[config.mk]
export PLATFORM = sky130hd
export DESIGN_NAME = pms_mode_lamp
export DESIGN_NICKNAME = d
export VERILOG_FILES = /design/src/verilog/pms_pkg.sv /design/src/verilog/pms_lamp_mux.sv /design/src/verilog/pms_mode_lamp.sv
export VERILOG_INCLUDE_DIRS = /design/src /design/src/verilog
export SDC_FILE = /design/constraint.sdc
export NUM_CORES = 1
export LEC_CHECK = 0
export ABC_AREA = 1
export BUFFER_PORTS_ARGS = -buffer_cell sky130_fd_sc_hd__buf_2
export CORE_ASPECT_RATIO = 0.7
export CORE_UTILIZATION = 30
export CTS_CLUSTER_DIAMETER = 100
export DETAILED_ROUTE_END_ITERATION = 12
export HOLD_SLACK_MARGIN = 0.03
export PLACE_DENSITY = 0.57
export SYNTH_ARGS = -nofsm -noshare
export SYNTH_HDL_FRONTEND = slang
export SYNTH_SLANG_ARGS = --single-unit
[constraint.sdc]
create_clock -name mclk_in -period 2.23 [get_ports mclk_in]
set_input_delay 0.446 -clock mclk_in [delete_from_list [all_inputs] [get_ports mclk_in]]
set_output_delay 0.446 -clock mclk_in [all_outputs]
set_load 0.005 [all_outputs]
[src/verilog/pms_consts.svh]
// register offsets, field positions and reset values of the mode/lamp block
// assumes inclusion by bare name from the package and the design modules
`ifndef PMS_CONSTS_SVH
`define PMS_CONSTS_SVH

// ****************************************************************
// register indices (byte address is four times the index)
// ****************************************************************
`define PMS_RPC_IDX        10'h00A
`define PMS_PHYC_IDX       10'h010
`define PMS_STAT_IDX       10'h011

// ****************************************************************
// receive_phy_control fields
// ****************************************************************
`define PMS_RPC_SPEED_BIT  13
`define PMS_RPC_DUPLEX_SELECT_BIT   12
`define PMS_RPC_MAC_AUTONEG_SELECT_BIT   11
`define PMS_RPC_LSA_HI     7
`define PMS_RPC_LSA_LO     5
`define PMS_RPC_LSB_HI     4
`define PMS_RPC_LSB_LO     2
`define PMS_RPC_RST        16'h0000
`define PMS_RPC_WMASK      16'h38FC

// ****************************************************************
// phy_control (register 0 of the internal phy) fields
// ****************************************************************
`define PMS_PHYC_SPEED_BIT 13
`define PMS_PHYC_NEG_BIT   12
`define PMS_PHYC_DUPLEX_SELECT_BIT  8
`define PMS_PHYC_RST       16'h3000
`define PMS_PHYC_WMASK     16'h3100

// ****************************************************************
// lamp select codes
// ****************************************************************
`define PMS_LS_ANY_LINK    3'h0
`define PMS_LS_RESERVED    3'h1
`define PMS_LS_LINK10      3'h2
`define PMS_LS_FULL_DUPLEX_SELECT   3'h3
`define PMS_LS_TXRX_ACT    3'h4
`define PMS_LS_LINK100     3'h5
`define PMS_LS_RX_ACT      3'h6
`define PMS_LS_TX_ACT      3'h7

`endif

[src/verilog/pms_pkg.sv]
// types shared by the mode/lamp block
// assumes pms_consts.svh is on the include path
package pms_pkg;
  `include "pms_consts.svh"

  // gray order: mac manual -> phy manual -> negotiated
  typedef enum logic [1:0] {
    PMS_MODE_MAC_MANUAL = 2'h0,
    PMS_MODE_PHY_MANUAL = 2'h1,
    PMS_MODE_AUTONEG    = 2'h3
  } pms_mode_t;

  typedef logic [2:0] pms_lamp_sel_t;
endpackage : pms_pkg
[src/verilog/pms_lamp_mux.sv]
// one eight-way lamp source selector, purely combinational
// assumes indicator inputs are synchronised and active high
`include "pms_consts.svh"
module pms_lamp_mux
  import pms_pkg::*;
(
  // select
  input  wire pms_lamp_sel_t sel_in,
  // indicators, high while asserted
  input  wire logic          link10_in,
  input  wire logic          full_duplex_select_in,
  input  wire logic          txrx_act_in,
  input  wire logic          link100_in,
  input  wire logic          rx_act_in,
  input  wire logic          tx_act_in,
  // lamp level, high while lit
  output logic               lamp_out
);

  always_comb begin
    case (sel_in)
      `PMS_LS_ANY_LINK:  lamp_out = link100_in | link10_in;
      `PMS_LS_LINK10:    lamp_out = link10_in;
      `PMS_LS_FULL_DUPLEX_SELECT: lamp_out = full_duplex_select_in;
      `PMS_LS_LINK100:   lamp_out = link100_in;
      `PMS_LS_TXRX_ACT:  lamp_out = txrx_act_in;
      `PMS_LS_RX_ACT:    lamp_out = rx_act_in;
      `PMS_LS_TX_ACT:    lamp_out = tx_act_in;
      // reserved code keeps the lamp dark
      default:           lamp_out = 1'b0;
    endcase
  end

endmodule : pms_lamp_mux

[src/verilog/pms_mode_lamp.sv]
// phy speed/duplex mode resolution and two lamp selectors behind APB
// assumes a single 25 MHz clock; indicators and negotiation outcome
// come from the phy and are treated as asynchronous
`include "pms_consts.svh"

module pms_mode_lamp
  import pms_pkg::*;
#(
  parameter int ADDR_W = 12
) (
  // clock and reset
  input  wire logic              mclk_in,
  input  wire logic              arst_n_in,
  // apb slave
  input  wire logic              psel_in,
  input  wire logic              penable_in,
  input  wire logic              pwrite_in,
  input  wire logic [ADDR_W-1:0] paddr_in,
  input  wire logic [31:0]       pwdata_in,
  input  wire logic [3:0]        pstrb_in,
  output logic [31:0]            prdata_out,
  output logic                   pready_out,
  output logic                   pslverr_out,
  // phy indicators, low while asserted
  input  wire logic              link10_indicator_n_in,
  input  wire logic              full_duplex_indicator_n_in,
  input  wire logic              txrx_activity_indicator_n_in,
  input  wire logic              link100_indicator_n_in,
  input  wire logic              rx_activity_indicator_n_in,
  input  wire logic              tx_activity_indicator_n_in,
  // negotiation outcome
  input  wire logic              mac_autoneg_select_speed_100_in,
  input  wire logic              mac_autoneg_select_full_duplex_in,
  // phy mode
  output logic                   phy_speed_100_out,
  output logic                   phy_full_duplex_out,
  output logic                   phy_autoneg_mode_out,
  // lamps, high while lit
  output logic                   first_lamp_output,
  output logic                   second_lamp_output
);

  // ****************************************************************
  // helpers
  // ****************************************************************
  function automatic logic reg_hit(input logic [ADDR_W-1:0] addr,
                                   input logic [9:0]        idx);
    logic [ADDR_W-1:0] byte_addr;
    byte_addr = ADDR_W'({idx, 2'b00});
    reg_hit   = (addr == byte_addr);
  endfunction : reg_hit

  // only writable bits in enabled byte lanes change
  function automatic logic [15:0] merge_write(input logic [15:0] old,
                                              input logic [15:0] data,
                                              input logic [1:0]  strb,
                                              input logic [15:0] wmask);
    logic [15:0] m;
    m = {{8{strb[1]}}, {8{strb[0]}}} & wmask;
    merge_write = (old & ~m) | (data & m);
  endfunction : merge_write

  // ****************************************************************
  // input synchronisers
  // ****************************************************************
  logic [7:0] sync_q1_r;
  logic [7:0] sync_q2_r;
  logic [7:0] sync_raw;

  assign sync_raw = {mac_autoneg_select_full_duplex_in,
                     mac_autoneg_select_speed_100_in,
                     tx_activity_indicator_n_in,
                     rx_activity_indicator_n_in,
                     link100_indicator_n_in,
                     txrx_activity_indicator_n_in,
                     full_duplex_indicator_n_in,
                     link10_indicator_n_in};

  // indicator stages reset to "not asserted"
  always_ff @(posedge mclk_in or negedge arst_n_in) begin
    if (!arst_n_in) begin
      sync_q1_r <= 8'h3F;
      sync_q2_r <= 8'h3F;
    end else begin
      sync_q1_r <= sync_raw;
      sync_q2_r <= sync_q1_r;
    end
  end

  logic       ind_link10;
  logic       ind_full_duplex_select;
  logic       ind_txrx_act;
  logic       ind_link100;
  logic       ind_rx_act;
  logic       ind_tx_act;
  logic       neg_speed_100;
  logic       neg_full_duplex_select;

  assign ind_link10    = ~sync_q2_r[0];
  assign ind_full_duplex_select = ~sync_q2_r[1];
  assign ind_txrx_act  = ~sync_q2_r[2];
  assign ind_link100   = ~sync_q2_r[3];
  assign ind_rx_act    = ~sync_q2_r[4];
  assign ind_tx_act    = ~sync_q2_r[5];
  assign neg_speed_100 = sync_q2_r[6];
  assign neg_full_duplex_select = sync_q2_r[7];

  // ****************************************************************
  // apb decode
  // ****************************************************************
  logic apb_setup;
  logic apb_access;
  logic hit_rpc;
  logic hit_phyc;
  logic hit_stat;
  logic hit_any;
  logic wr_rpc;
  logic wr_phyc;

  assign apb_setup  = psel_in & ~penable_in;
  assign apb_access = psel_in & penable_in;
  assign hit_rpc    = reg_hit(paddr_in, `PMS_RPC_IDX);
  assign hit_phyc   = reg_hit(paddr_in, `PMS_PHYC_IDX);
  assign hit_stat   = reg_hit(paddr_in, `PMS_STAT_IDX);
  assign hit_any    = hit_rpc | hit_phyc | hit_stat;
  assign wr_rpc     = apb_access & pwrite_in & hit_rpc;
  assign wr_phyc    = apb_access & pwrite_in & hit_phyc;

  // zero wait states: every access phase completes at once
  assign pready_out  = 1'b1;
  assign pslverr_out = apb_access & ~hit_any;

  // ****************************************************************
  // registers
  // ****************************************************************
  logic [15:0] rpc_r;
  logic [15:0] phyc_r;

  // reserved bits never store, so they read back as zero
  always_ff @(posedge mclk_in or negedge arst_n_in) begin
    if (!arst_n_in) begin
      rpc_r <= `PMS_RPC_RST;
    end else if (wr_rpc) begin
      rpc_r <= merge_write(rpc_r, pwdata_in[15:0], pstrb_in[1:0],
                           `PMS_RPC_WMASK);
    end
  end

  always_ff @(posedge mclk_in or negedge arst_n_in) begin
    if (!arst_n_in) begin
      phyc_r <= `PMS_PHYC_RST;
    end else if (wr_phyc) begin
      phyc_r <= merge_write(phyc_r, pwdata_in[15:0], pstrb_in[1:0],
                            `PMS_PHYC_WMASK);
    end
  end

  logic          mac_autoneg_select;
  logic          mac_speed_select;
  logic          mac_duplex_select;
  logic          phy_negotiation_enable;
  logic          phy_speed_select;
  logic          phy_duplex_select;
  pms_lamp_sel_t led_a_select;
  pms_lamp_sel_t led_b_select;

  assign mac_autoneg_select     = rpc_r[`PMS_RPC_MAC_AUTONEG_SELECT_BIT];
  assign mac_speed_select       = rpc_r[`PMS_RPC_SPEED_BIT];
  assign mac_duplex_select      = rpc_r[`PMS_RPC_DUPLEX_SELECT_BIT];
  assign phy_negotiation_enable = phyc_r[`PMS_PHYC_NEG_BIT];
  assign phy_speed_select       = phyc_r[`PMS_PHYC_SPEED_BIT];
  assign phy_duplex_select      = phyc_r[`PMS_PHYC_DUPLEX_SELECT_BIT];
  assign led_a_select = rpc_r[`PMS_RPC_LSA_HI:`PMS_RPC_LSA_LO];
  assign led_b_select = rpc_r[`PMS_RPC_LSB_HI:`PMS_RPC_LSB_LO];

  // ****************************************************************
  // mode resolution
  // ****************************************************************
  pms_mode_t mode_nxt;
  pms_mode_t mode_r;
  logic      speed_nxt;
  logic      duplex_select_nxt;
  logic      speed_r;
  logic      duplex_select_r;

  always_comb begin
    if (!mac_autoneg_select) begin
      mode_nxt = PMS_MODE_MAC_MANUAL;
    end else if (!phy_negotiation_enable) begin
      mode_nxt = PMS_MODE_PHY_MANUAL;
    end else begin
      mode_nxt = PMS_MODE_AUTONEG;
    end
  end

  // a set bit means 100 Mbps or full duplex
  always_comb begin
    case (mode_nxt)
      PMS_MODE_MAC_MANUAL: begin
        speed_nxt = mac_speed_select;
        duplex_select_nxt  = mac_duplex_select;
      end
      PMS_MODE_PHY_MANUAL: begin
        speed_nxt = phy_speed_select;
        duplex_select_nxt  = phy_duplex_select;
      end
      PMS_MODE_AUTONEG: begin
        speed_nxt = neg_speed_100;
        duplex_select_nxt  = neg_full_duplex_select;
      end
      default: begin
        speed_nxt = 1'b0;
        duplex_select_nxt  = 1'b0;
      end
    endcase
  end

  always_ff @(posedge mclk_in or negedge arst_n_in) begin
    if (!arst_n_in) begin
      mode_r  <= PMS_MODE_MAC_MANUAL;
      speed_r <= 1'b0;
      duplex_select_r  <= 1'b0;
    end else begin
      mode_r  <= mode_nxt;
      speed_r <= speed_nxt;
      duplex_select_r  <= duplex_select_nxt;
    end
  end

  assign phy_speed_100_out    = speed_r;
  assign phy_full_duplex_out  = duplex_select_r;
  assign phy_autoneg_mode_out = (mode_r == PMS_MODE_AUTONEG);

  // ****************************************************************
  // lamps
  // ****************************************************************
  logic lamp_a;
  logic lamp_b;
  logic lamp_a_r;
  logic lamp_b_r;

  pms_lamp_mux u_lamp_a (
    .sel_in       (led_a_select),
    .link10_in    (ind_link10),
    .full_duplex_select_in (ind_full_duplex_select),
    .txrx_act_in  (ind_txrx_act),
    .link100_in   (ind_link100),
    .rx_act_in    (ind_rx_act),
    .tx_act_in    (ind_tx_act),
    .lamp_out     (lamp_a)
  );

  pms_lamp_mux u_lamp_b (
    .sel_in       (led_b_select),
    .link10_in    (ind_link10),
    .full_duplex_select_in (ind_full_duplex_select),
    .txrx_act_in  (ind_txrx_act),
    .link100_in   (ind_link100),
    .rx_act_in    (ind_rx_act),
    .tx_act_in    (ind_tx_act),
    .lamp_out     (lamp_b)
  );

  // one flop keeps the pins glitch free while the select changes
  always_ff @(posedge mclk_in or negedge arst_n_in) begin
    if (!arst_n_in) begin
      lamp_a_r <= 1'b0;
      lamp_b_r <= 1'b0;
    end else begin
      lamp_a_r <= lamp_a;
      lamp_b_r <= lamp_b;
    end
  end

  assign first_lamp_output  = lamp_a_r;
  assign second_lamp_output = lamp_b_r;

  // ****************************************************************
  // read data
  // ****************************************************************
  logic [15:0] stat_word;
  logic [31:0] rd_nxt;
  logic [31:0] prdata_r;

  assign stat_word = {5'h00,
                      ind_tx_act, ind_rx_act, ind_link100,
                      ind_txrx_act, ind_full_duplex_select, ind_link10,
                      lamp_b_r, lamp_a_r,
                      duplex_select_r, speed_r,
                      (mode_r == PMS_MODE_AUTONEG)};

  always_comb begin
    rd_nxt = 32'h0000_0000;
    if (hit_rpc) begin
      rd_nxt = {16'h0000, rpc_r};
    end else if (hit_phyc) begin
      rd_nxt = {16'h0000, phyc_r};
    end else if (hit_stat) begin
      rd_nxt = {16'h0000, stat_word};
    end
  end

  // sampled in the setup cycle, held through the access phase
  always_ff @(posedge mclk_in or negedge arst_n_in) begin
    if (!arst_n_in) begin
      prdata_r <= 32'h0000_0000;
    end else if (apb_setup && !pwrite_in) begin
      prdata_r <= rd_nxt;
    end
  end

  assign prdata_out = prdata_r;

endmodule : pms_mode_lamp

* Word level (Yosys, flattened, before mapping) *
Index checks and enable logic that the tools add are counted.

storage, ports and cells
  register bits after elaboration = 86
  latch bits = 0
  memory bits (writable) = 0
  memory bits (read-only) = 0
  output and inout port bits = 39
  memories = 0

operators by class
  add/sub/neg operators = 0
  multiply operators = 0
  div/mod/pow operators = 0
  magnitude comparators = 0
  equal/unequal tests = 18
  shift-type cells = 0
  muxes and demuxes = 9
  bitwise logic cells = 25
  reductions and logical operators = 5

operators by type and width
  operator             number
  $and 16x14->16       2
  $and 16x16->16       2
  $mux 16              2
  $not 14->16          2
  $or 16x16->16        2
  $eq 12x7->1 const B  2
  $eq 3x3->1 const B   8
  $pmux 1 s7           2
  $eq 12x6->1 const B  1
  $eq 3x2->1 const B   4
  $mux 11              1
  $not 1->1            8
  $and 1x1->1          6
  $logic_not 3->1      2
  $pmux 1 s3           2
  $eq 2x2->1 const B   2
  $mux 2               2
  $or 1x1->1           3
  $eq 2x1->1 const B   1
  $logic_not 2->1      1
  $logic_and 1x1->1    1
  $logic_not 1->1      1

* Logic depth before layout (Yosys ltp) *
Gate-level depths: netlist of run 1.

  word-level depth = 5
  depth in mapped cells = 8
  mapped depth without buffers = 8

* By module *
Synthesis of run 1 repeated with hierarchy kept, for this count alone.

unflattened totals
  cells, all modules = 277
  area, all modules = 2358.5 sq um

modules (own cells, without submodules)
  module         times used  cells each  area an instance (sq um)  seq. area each (sq um)
  pms_mode_lamp  1           243         2208.4                    1218.7
  pms_lamp_mux   2           17          75.1                      0.0

* Least setup slack after synthesis of run 1 *
Ideal clock, no wire load.

  path kind = input to output
  from = in paddr_in[2]
  to = out pslverr_out
  arrival = 1044 ps
  data required time = 1784 ps
  path slack = 740 ps
  stages on the path = 6
  path buffers = 0
  path through = inv_1 nand2_1 nor3_1 nand2_1 nand3_1 nor2_1

on the way
  cells in the longest elaborated chain, start to end = 5
  elaborated cells on any way between the ends = 7
  those cells by class = 3 x eq/ne; 4 x bitwise

ends and longest elaborated chain
  item                                        RTL line              source
  start: declaration                          pms_mode_lamp.sv:18   input wire logic [ADDR_W-1:0] paddr_in,
  $eq 12x6->1 or $eq 12x7->1 (tied branches)  pms_mode_lamp.sv:50   reg_hit = (addr == byte_addr);
  $or 1x1->1                                  pms_mode_lamp.sv:125  assign hit_any = hit_rpc | hit_phyc | hit_stat;
  $or 1x1->1 *                                pms_mode_lamp.sv:125
  $not 1->1 *                                 pms_mode_lamp.sv:131  assign pslverr_out = apb_access & ~hit_any;
  $and 1x1->1 *                               pms_mode_lamp.sv:131
  end: declaration                            pms_mode_lamp.sv:23   output logic pslverr_out,

Every way passes the cells marked *; elsewhere a longest branch is shown, timed or not.

* Worst setup path after layout of run 1 *
Ends and elaborated chain as after synthesis.

==> results.yml, run 1 <==
clock_network:
  post_cts_resized: 0
  cts.root.buffer_cell: "clkbuf_8"
  postCtsSetupBuffers: 0
  numCtsBuffers: 5
  worstSkewPairLatency_ns: 0.30
  cts_hold_buf: 0
  htree_levels: 2
  clk_pin_slew_ns: 0.09
  cts.sinks: 48
  cts_tree: "built"
  clock_tree.buffer_depth: 2
setup_path:
  critPathMaxStageDelay_ns: 0.28
  critPathCaptureType: "output pin"
  crit_required_ns: 1.78
  crit_type: "primary input to output pin"
  ff2ff_setup_slack_ns: 1.14
  slowest_stage: "nor3_1"
  reg2reg_depth: 5
  worstSetupStartpointType: "primary input"
  cp_cell_sequence: "buf_2 -> inv_1 -> nand2_1 -> nor3_1 -> nand2_1 -> nand3_1 -> nor2_1 -> buf_2"
  rr_startpoint: "sync_q2_r[4]"
  r2r-end: "first_lamp_output"
  cp_data_arrival_time_ns: 1.42
  critPathMaxFanout: 3
logic_synthesis:
  async_flop_share_pct: 100
  mappedNetlistArea_um2: 2350
  yosysWarnings: 0
  yosys.area.top_type: "dfrtp_1"
  synth_flop_cell: "dfrtp_1"
  synth_commonest_cells: "76 x nand2_1, 35 x inv_1, 34 x dfrtp_1, 28 x nand3_1, 19 x buf_4"
  syn_avg_cell_area_um2: 8.59
  synth-seq-area-share_pct: 51.8
  post-synth-top-count-cell: "nand2_1"
  ys_types: 27
  yosysTopAreaCellShare_pct: 36.2
  synth.area.top_cells: "dfrtp_1 36%, dfstp_2 16%, nand2_1 12%"
  netlist_instances: 274
  synth-edff-count: 0
  ys_ff_latch: 48
timing:
  fmax_mhz: 535
  worst_hold_slack_ns: 0.113
  setup_viol: 0
  fin_setup_tns_ns: 0
  hold_violations: 0
  slew_viol_final: 0
  rsz0062_at_grt: "no"
  fin_skew_ns: 0.00357
  finalCritPeriodShare_pct: 83.9
  min_period_ns: 1.87
finish:
  final_util_pct: 37.2
  drive_gt1_share_pct: 29.8
  fillers: 818
  area_growth_pct: 17.9
  antenna_cells: 0
  nNetsFinal: 392
detailed_routing:
  antenna_left: 0
  first_pass_iters: 4
  drtIter0Drc: 47
  drc_errors: 0
  via_count: 1784
  routed_wire_length_per_instance_um: 11.5
  via_per_inst: 4.15
  wl_um: 4930
run_status:
  status: "finished clean"
floorplan:
  ios: 100
  dieWidth_um: 108
  die_h_um: 76.1
  core_um2: 7450
  start_util_pct: 31.6
  num_rows: 26
  die_area_um2: 8210
global_routing:
  grt_use_total_pct: 12.5
  grt_pass1_wl_um: 8000
  grt-ovfl-total: 0
  first_global_vias: 1684
  grt_max_degree: 49
  grt_antenna_before_repair: 0
power_and_ir_drop:
  irDropWorstVdd_mv: 0.278
  leakagePower_uw: 0.00151
  power.density_nw_per_um2: 583
flow_run:
  maxCapViolations: 0
place:
  gp_congestion: 0.832
  dp_hpwl_um: 3730
  portBuffers: 56
hold_path:
  hold_class: "primary input to asynchronous set/reset pin"
==> routing by layer <==
metal / vias up / track usage (%) / part of all wire, %
met5: - / 0 / 0
met4: 0 / 2.47 / 0.63
met3: 5 / 3.85 / 6.6
met2: 61 / 17.4 / 40
met1: 793 / 18.8 / 53
li1: 925 / - / -
==> cell usage in the layout, fill, tap and decap left out, types with 4 or more instances in the layout <==
cell and n:
clkbuf_8 5, nor2_1 13, dfstp_2 14, nand2_1 76, inv_1 35, a21oi_1 7, buf_2 56, o21ai_2 6
o21ai_1 4, nand3_1 28, conb_1 19, dfrtp_1 34, o21ai_0 10
==> critical path: cells and delay by family <==
kind	cells	cell delay, ns
and+or+nand+nor	5	0.63
buffers and inverters	3	0.34
==> cell families (layout without fill, tap and decap cells) <==
| kind of cell | Yosys count | count (layout) | share of synthesized area, % |
|---|---|---|---|
| buf+inv | 61 | 102 | 13.5 |
| flops | 48 | 48 | 51.8 |
| other cells | 2 | 19 | 0.319 |
| simple gates | 134 | 134 | 27.1 |
| compound gates | 29 | 29 | 7.34 |
==> power by group <==
part / total [uW] / internal [uW] / switching (uW)
registers: 904 / 896 / 8.32
logic: 114 / 41.1 / 73.1
clock network: 598 / 294 / 304
total: 1620 / 1230 / 385
==> stage by stage <==
step / instance area, um^2 / worst slack [ns] / total power (uW) / cells
global route: 2770 / 0.297 / 1690 / 430
global placement: 2670 / 0.365 / 1030 / 422
CTS: 2770 / 0.368 / 1640 / 430
detailed placement: 2670 / 0.375 / 1040 / 422
floorplan: 2420 / 0.740 / 988 / 291
finish: 2770 / 0.360 / 1620 / 430
==> worst max-delay path by stage <==
stage	cells past startpoint	slack [ns]	endpoint	start
after floorplan	6	0.74	pslverr_out	paddr_in[2]
after global routing	8	0.30	pslverr_out	paddr_in[2]
after detailed placement	8	0.38	pslverr_out	paddr_in[2]
after CTS	8	0.37	pslverr_out	paddr_in[2]
after global placement	8	0.36	pslverr_out	paddr_in[2]
final	8	0.36	pslverr_out	paddr_in[2]
==> layout make-up <==
| type | count | area (um^2) | share of cell area (%) |
|---|---|---|---|
| timing repair buffer | 58 | 308 | 11.1 |
| sequential | 48 | 1220 | 43.9 |
| clock inverter | 2 | 15.0 | 0.541 |
| multi-input combinational | 182 | 881 | 31.8 |
| inverter | 36 | 135 | 4.87 |
| clock buffer | 6 | 93.8 | 3.38 |
| tap | 98 | 123 | 4.42 |
Note: power is estimated with default switching activity, not from simulation.
==> inputs of run 2 (changes only) <==
--- a/config.mk
+++ b/config.mk
@@ -6,14 +6,14 @@
 export SDC_FILE = /design/constraint.sdc
 export NUM_CORES = 1
 export LEC_CHECK = 0
-export ABC_AREA = 1
+export ABC_AREA = 0
 export BUFFER_PORTS_ARGS = -buffer_cell sky130_fd_sc_hd__buf_2
 export CORE_ASPECT_RATIO = 0.7
 export CORE_UTILIZATION = 30
 export CTS_CLUSTER_DIAMETER = 100
 export DETAILED_ROUTE_END_ITERATION = 12
 export HOLD_SLACK_MARGIN = 0.03
-export PLACE_DENSITY = 0.57
+export PLACE_DENSITY = 0.6
 export SYNTH_ARGS = -nofsm -noshare
 export SYNTH_HDL_FRONTEND = slang
 export SYNTH_SLANG_ARGS = --single-unit
==> constraint.sdc (replaced) <==
create_clock -name mclk_in -period 1.5 [get_ports mclk_in]
set_input_delay 0.3 -clock mclk_in [delete_from_list [all_inputs] [get_ports mclk_in]]
set_output_delay 0.3 -clock mclk_in [all_outputs]
set_load 0.005 [all_outputs]
==> results.yml, run 2 <==
run_status:
  status: "finished clean"
flow_run:
  maxCapViolations: 0
logic_synthesis:
  async_flop_share_pct: 100
  synth_commonest_cells: "34 x dfrtp_1, 19 x buf_4, 14 x dfstp_2, 11 x nand2_1"
  syn_avg_cell_area_um2: 12.8
  netlist_instances: 161
  mappedNetlistArea_um2: 2060
  yosysTopAreaCellShare_pct: 41.2
  post-synth-top-count-cell: "dfrtp_1"
  synth.area.top_cells: "dfrtp_1 41%, dfstp_2 18%, buf_4 6.9%"
  yosys.area.top_type: "dfrtp_1"
  synth-seq-area-share_pct: 59.0
  ys_ff_latch: 48
  yosysWarnings: 0
  synth-edff-count: 0
  synth_flop_cell: "dfrtp_1"
  ys_types: 34
setup_path:
  cp_data_arrival_time_ns: 1.16
  critPathMaxFanout: 3
  slowest_stage: "nor4_4"
  critPathTopFamily: "simple AND/OR/NAND/NOR gates"
  critPathMaxStageDelay_ns: 0.32
  worstSetupStartpointType: "primary input"
  critPathCaptureType: "output pin"
  cp_num_buf_inv: 2
  crit_type: "primary input to output pin"
  cp_cell_sequence: "buf_6 -> nor4_4 -> and3_4 -> a21oi_4 -> buf_2"
  crit_required_ns: 1.20
clock_network:
  numCtsBuffers: 5
  cts.root.buffer_cell: "clkbuf_8"
  worstSkewPairLatency_ns: 0.30
  htree_levels: 2
  cts.sinks: 48
  clk_pin_slew_ns: 0.09
  clock_tree.buffer_depth: 2
  cts_tree: "built"
detailed_routing:
  wl_um: 4480
  antenna_left: 0
  via_per_inst: 4.24
  via_count: 1422
  first_pass_iters: 6
  drtIter0Drc: 81
  routed_wire_length_per_instance_um: 13.4
  drc_errors: 0
finish:
  final_common_cell: "buf_2"
  multi_input_area_um2: 790
  fillers: 624
  nNetsFinal: 304
  antenna_cells: 0
  layout_common_cells: "54 x buf_2, 34 x dfrtp_1, 22 x buf_4, 19 x conb_1, 14 x dfstp_2"
  regArea_um2: 1220
  area_growth_pct: 31.9
  drive_gt1_share_pct: 50.4
  final_util_pct: 42.4
  stdcell_area_um2: 2720
floorplan:
  dieWidth_um: 101
  die_area_um2: 7220
  num_rows: 24
  start_util_pct: 32.1
  die_h_um: 71.4
  core_um2: 6430
  ios: 100
power_and_ir_drop:
  power_uw: 2400
  p_sw_share_pct: 22.9
  power.internal_uw: 1850
  irDropWorstVdd_mv: 0.409
  p_sw_uw: 551
  pwr-share-seq_pct: 56.0
  leakagePower_uw: 0.00133
  combPwrFrac_pct: 7.4
  pwr-share-clk_pct: 36.6
  power.density_nw_per_um2: 882
timing:
  fin_skew_ns: 0.00442
  finalCritPeriodShare_pct: 97.3
  layout_setup_ws_ns: 0.0404
  hold_violations: 0
  slew_viol_final: 0
  fin_setup_tns_ns: 0
  setup_viol: 0
  min_period_ns: 1.46
  fmax_mhz: 685
  rsz0062_at_grt: "no"
global_routing:
  first_global_vias: 1354
  grt_pass1_wl_um: 7080
  grt_use_total_pct: 13.4
  grt_antenna_before_repair: 0
  grt-ovfl-total: 0
  grt_max_degree: 26
place:
  place_area_um2: 2550
  gp_congestion: 0.809
  pre_cts_slack_ns: -0.225
  dp_hpwl_um: 3500
  portBuffers: 56
hold_path:
  hold_class: "primary input to register"
==> run 2: changes by cell type in the layout (fill, tap and decap cells not counted), moves of 7 or more <==
cell     delta
buf_4      +21
inv_1      -34
nand2_1    -65
nand3_1    -20
o21ai_0     -7
==> run 2: per-stage QoR <==
stage / cells / hold slack [ns]
detailed placement: 325 / 0.197
floorplan: 178 / 0.00441
global placement: 325 / 0.198
finish: 335 / 0.0878
CTS: 335 / 0.0747
global route: 335 / 0.0596
==> run 2: routing by layer <==
metal | track usage (%) | vias up | share of wire [%]
li1 | - | 703 | -
met1 | 20.2 | 672 | 51
met2 | 17.6 | 42 | 42
met3 | 4.10 | 5 | 5.2
met4 | 5.31 | 0 | 1.1
met5 | 0 | - | 0
==> run 2: timing repair <==
item,4_1_cts,5_1_grt
endpoints found under the hold margin,10,0
cloned,0,0
resized for setup,4,4
hold buffers,1,0
setup endpoints to repair,1,1
buffers inserted,1,0
pin swaps,1,3
==> run 2: area by class of cell <==
| cell class | instances | share of cell area [%] |
|---|---|---|
| Clock buffer | 6 | 3.45 |
| Clock inverter | 2 | 0.597 |
| Inverter | 1 | 0.138 |
| Multi-Input combinational cell | 107 | 29.0 |
| Sequential cell | 48 | 44.7 |
| Tap cell | 91 | 4.18 |
| Timing Repair Buffer | 80 | 17.9 |
==> run 2: power groups by stage <==
stage | combinational [uW] | clock [uW] | sequential (uW)
finish | 177 | 879 | 1350
global route | 199 | 981 | 1350
CTS | 173 | 914 | 1350
detailed placement | 165 | 0 | 1370
global placement | 162 | 0 | 1370
floorplan | 80.5 | 0 | 1360
==> run 2: final timing paths <==
check | start | endpoint | slack, ns | cells after the start
setup / recovery | paddr_in[10] | pslverr_out | 0.04 | 5
hold / removal | link10_indicator_n_in | sync_q1_r[0] | 0.09 | 1
setup reg to reg | register | second_lamp_output | 0.26 | 2
hold reg to reg | sync_q1_r[6] | sync_q2_r[6] | 0.35 | 0
max in group asynchronous | arst_n_in | asynchronous set/reset pin | 0.52 | 3
min in group asynchronous | arst_n_in | prdata_out[2] | 0.42 | 2
==> run 2: logic make-up (layout without fill, tap and decap cells) <==
kind of cell,after synthesis,in the layout,share of synthesized area [%]
mux,17,17,11.3
compound gates,23,23,7.76
other cells,2,19,0.364
buf+inv,23,89,7.64
simple gates,48,48,13.9
flops,48,48,59.0
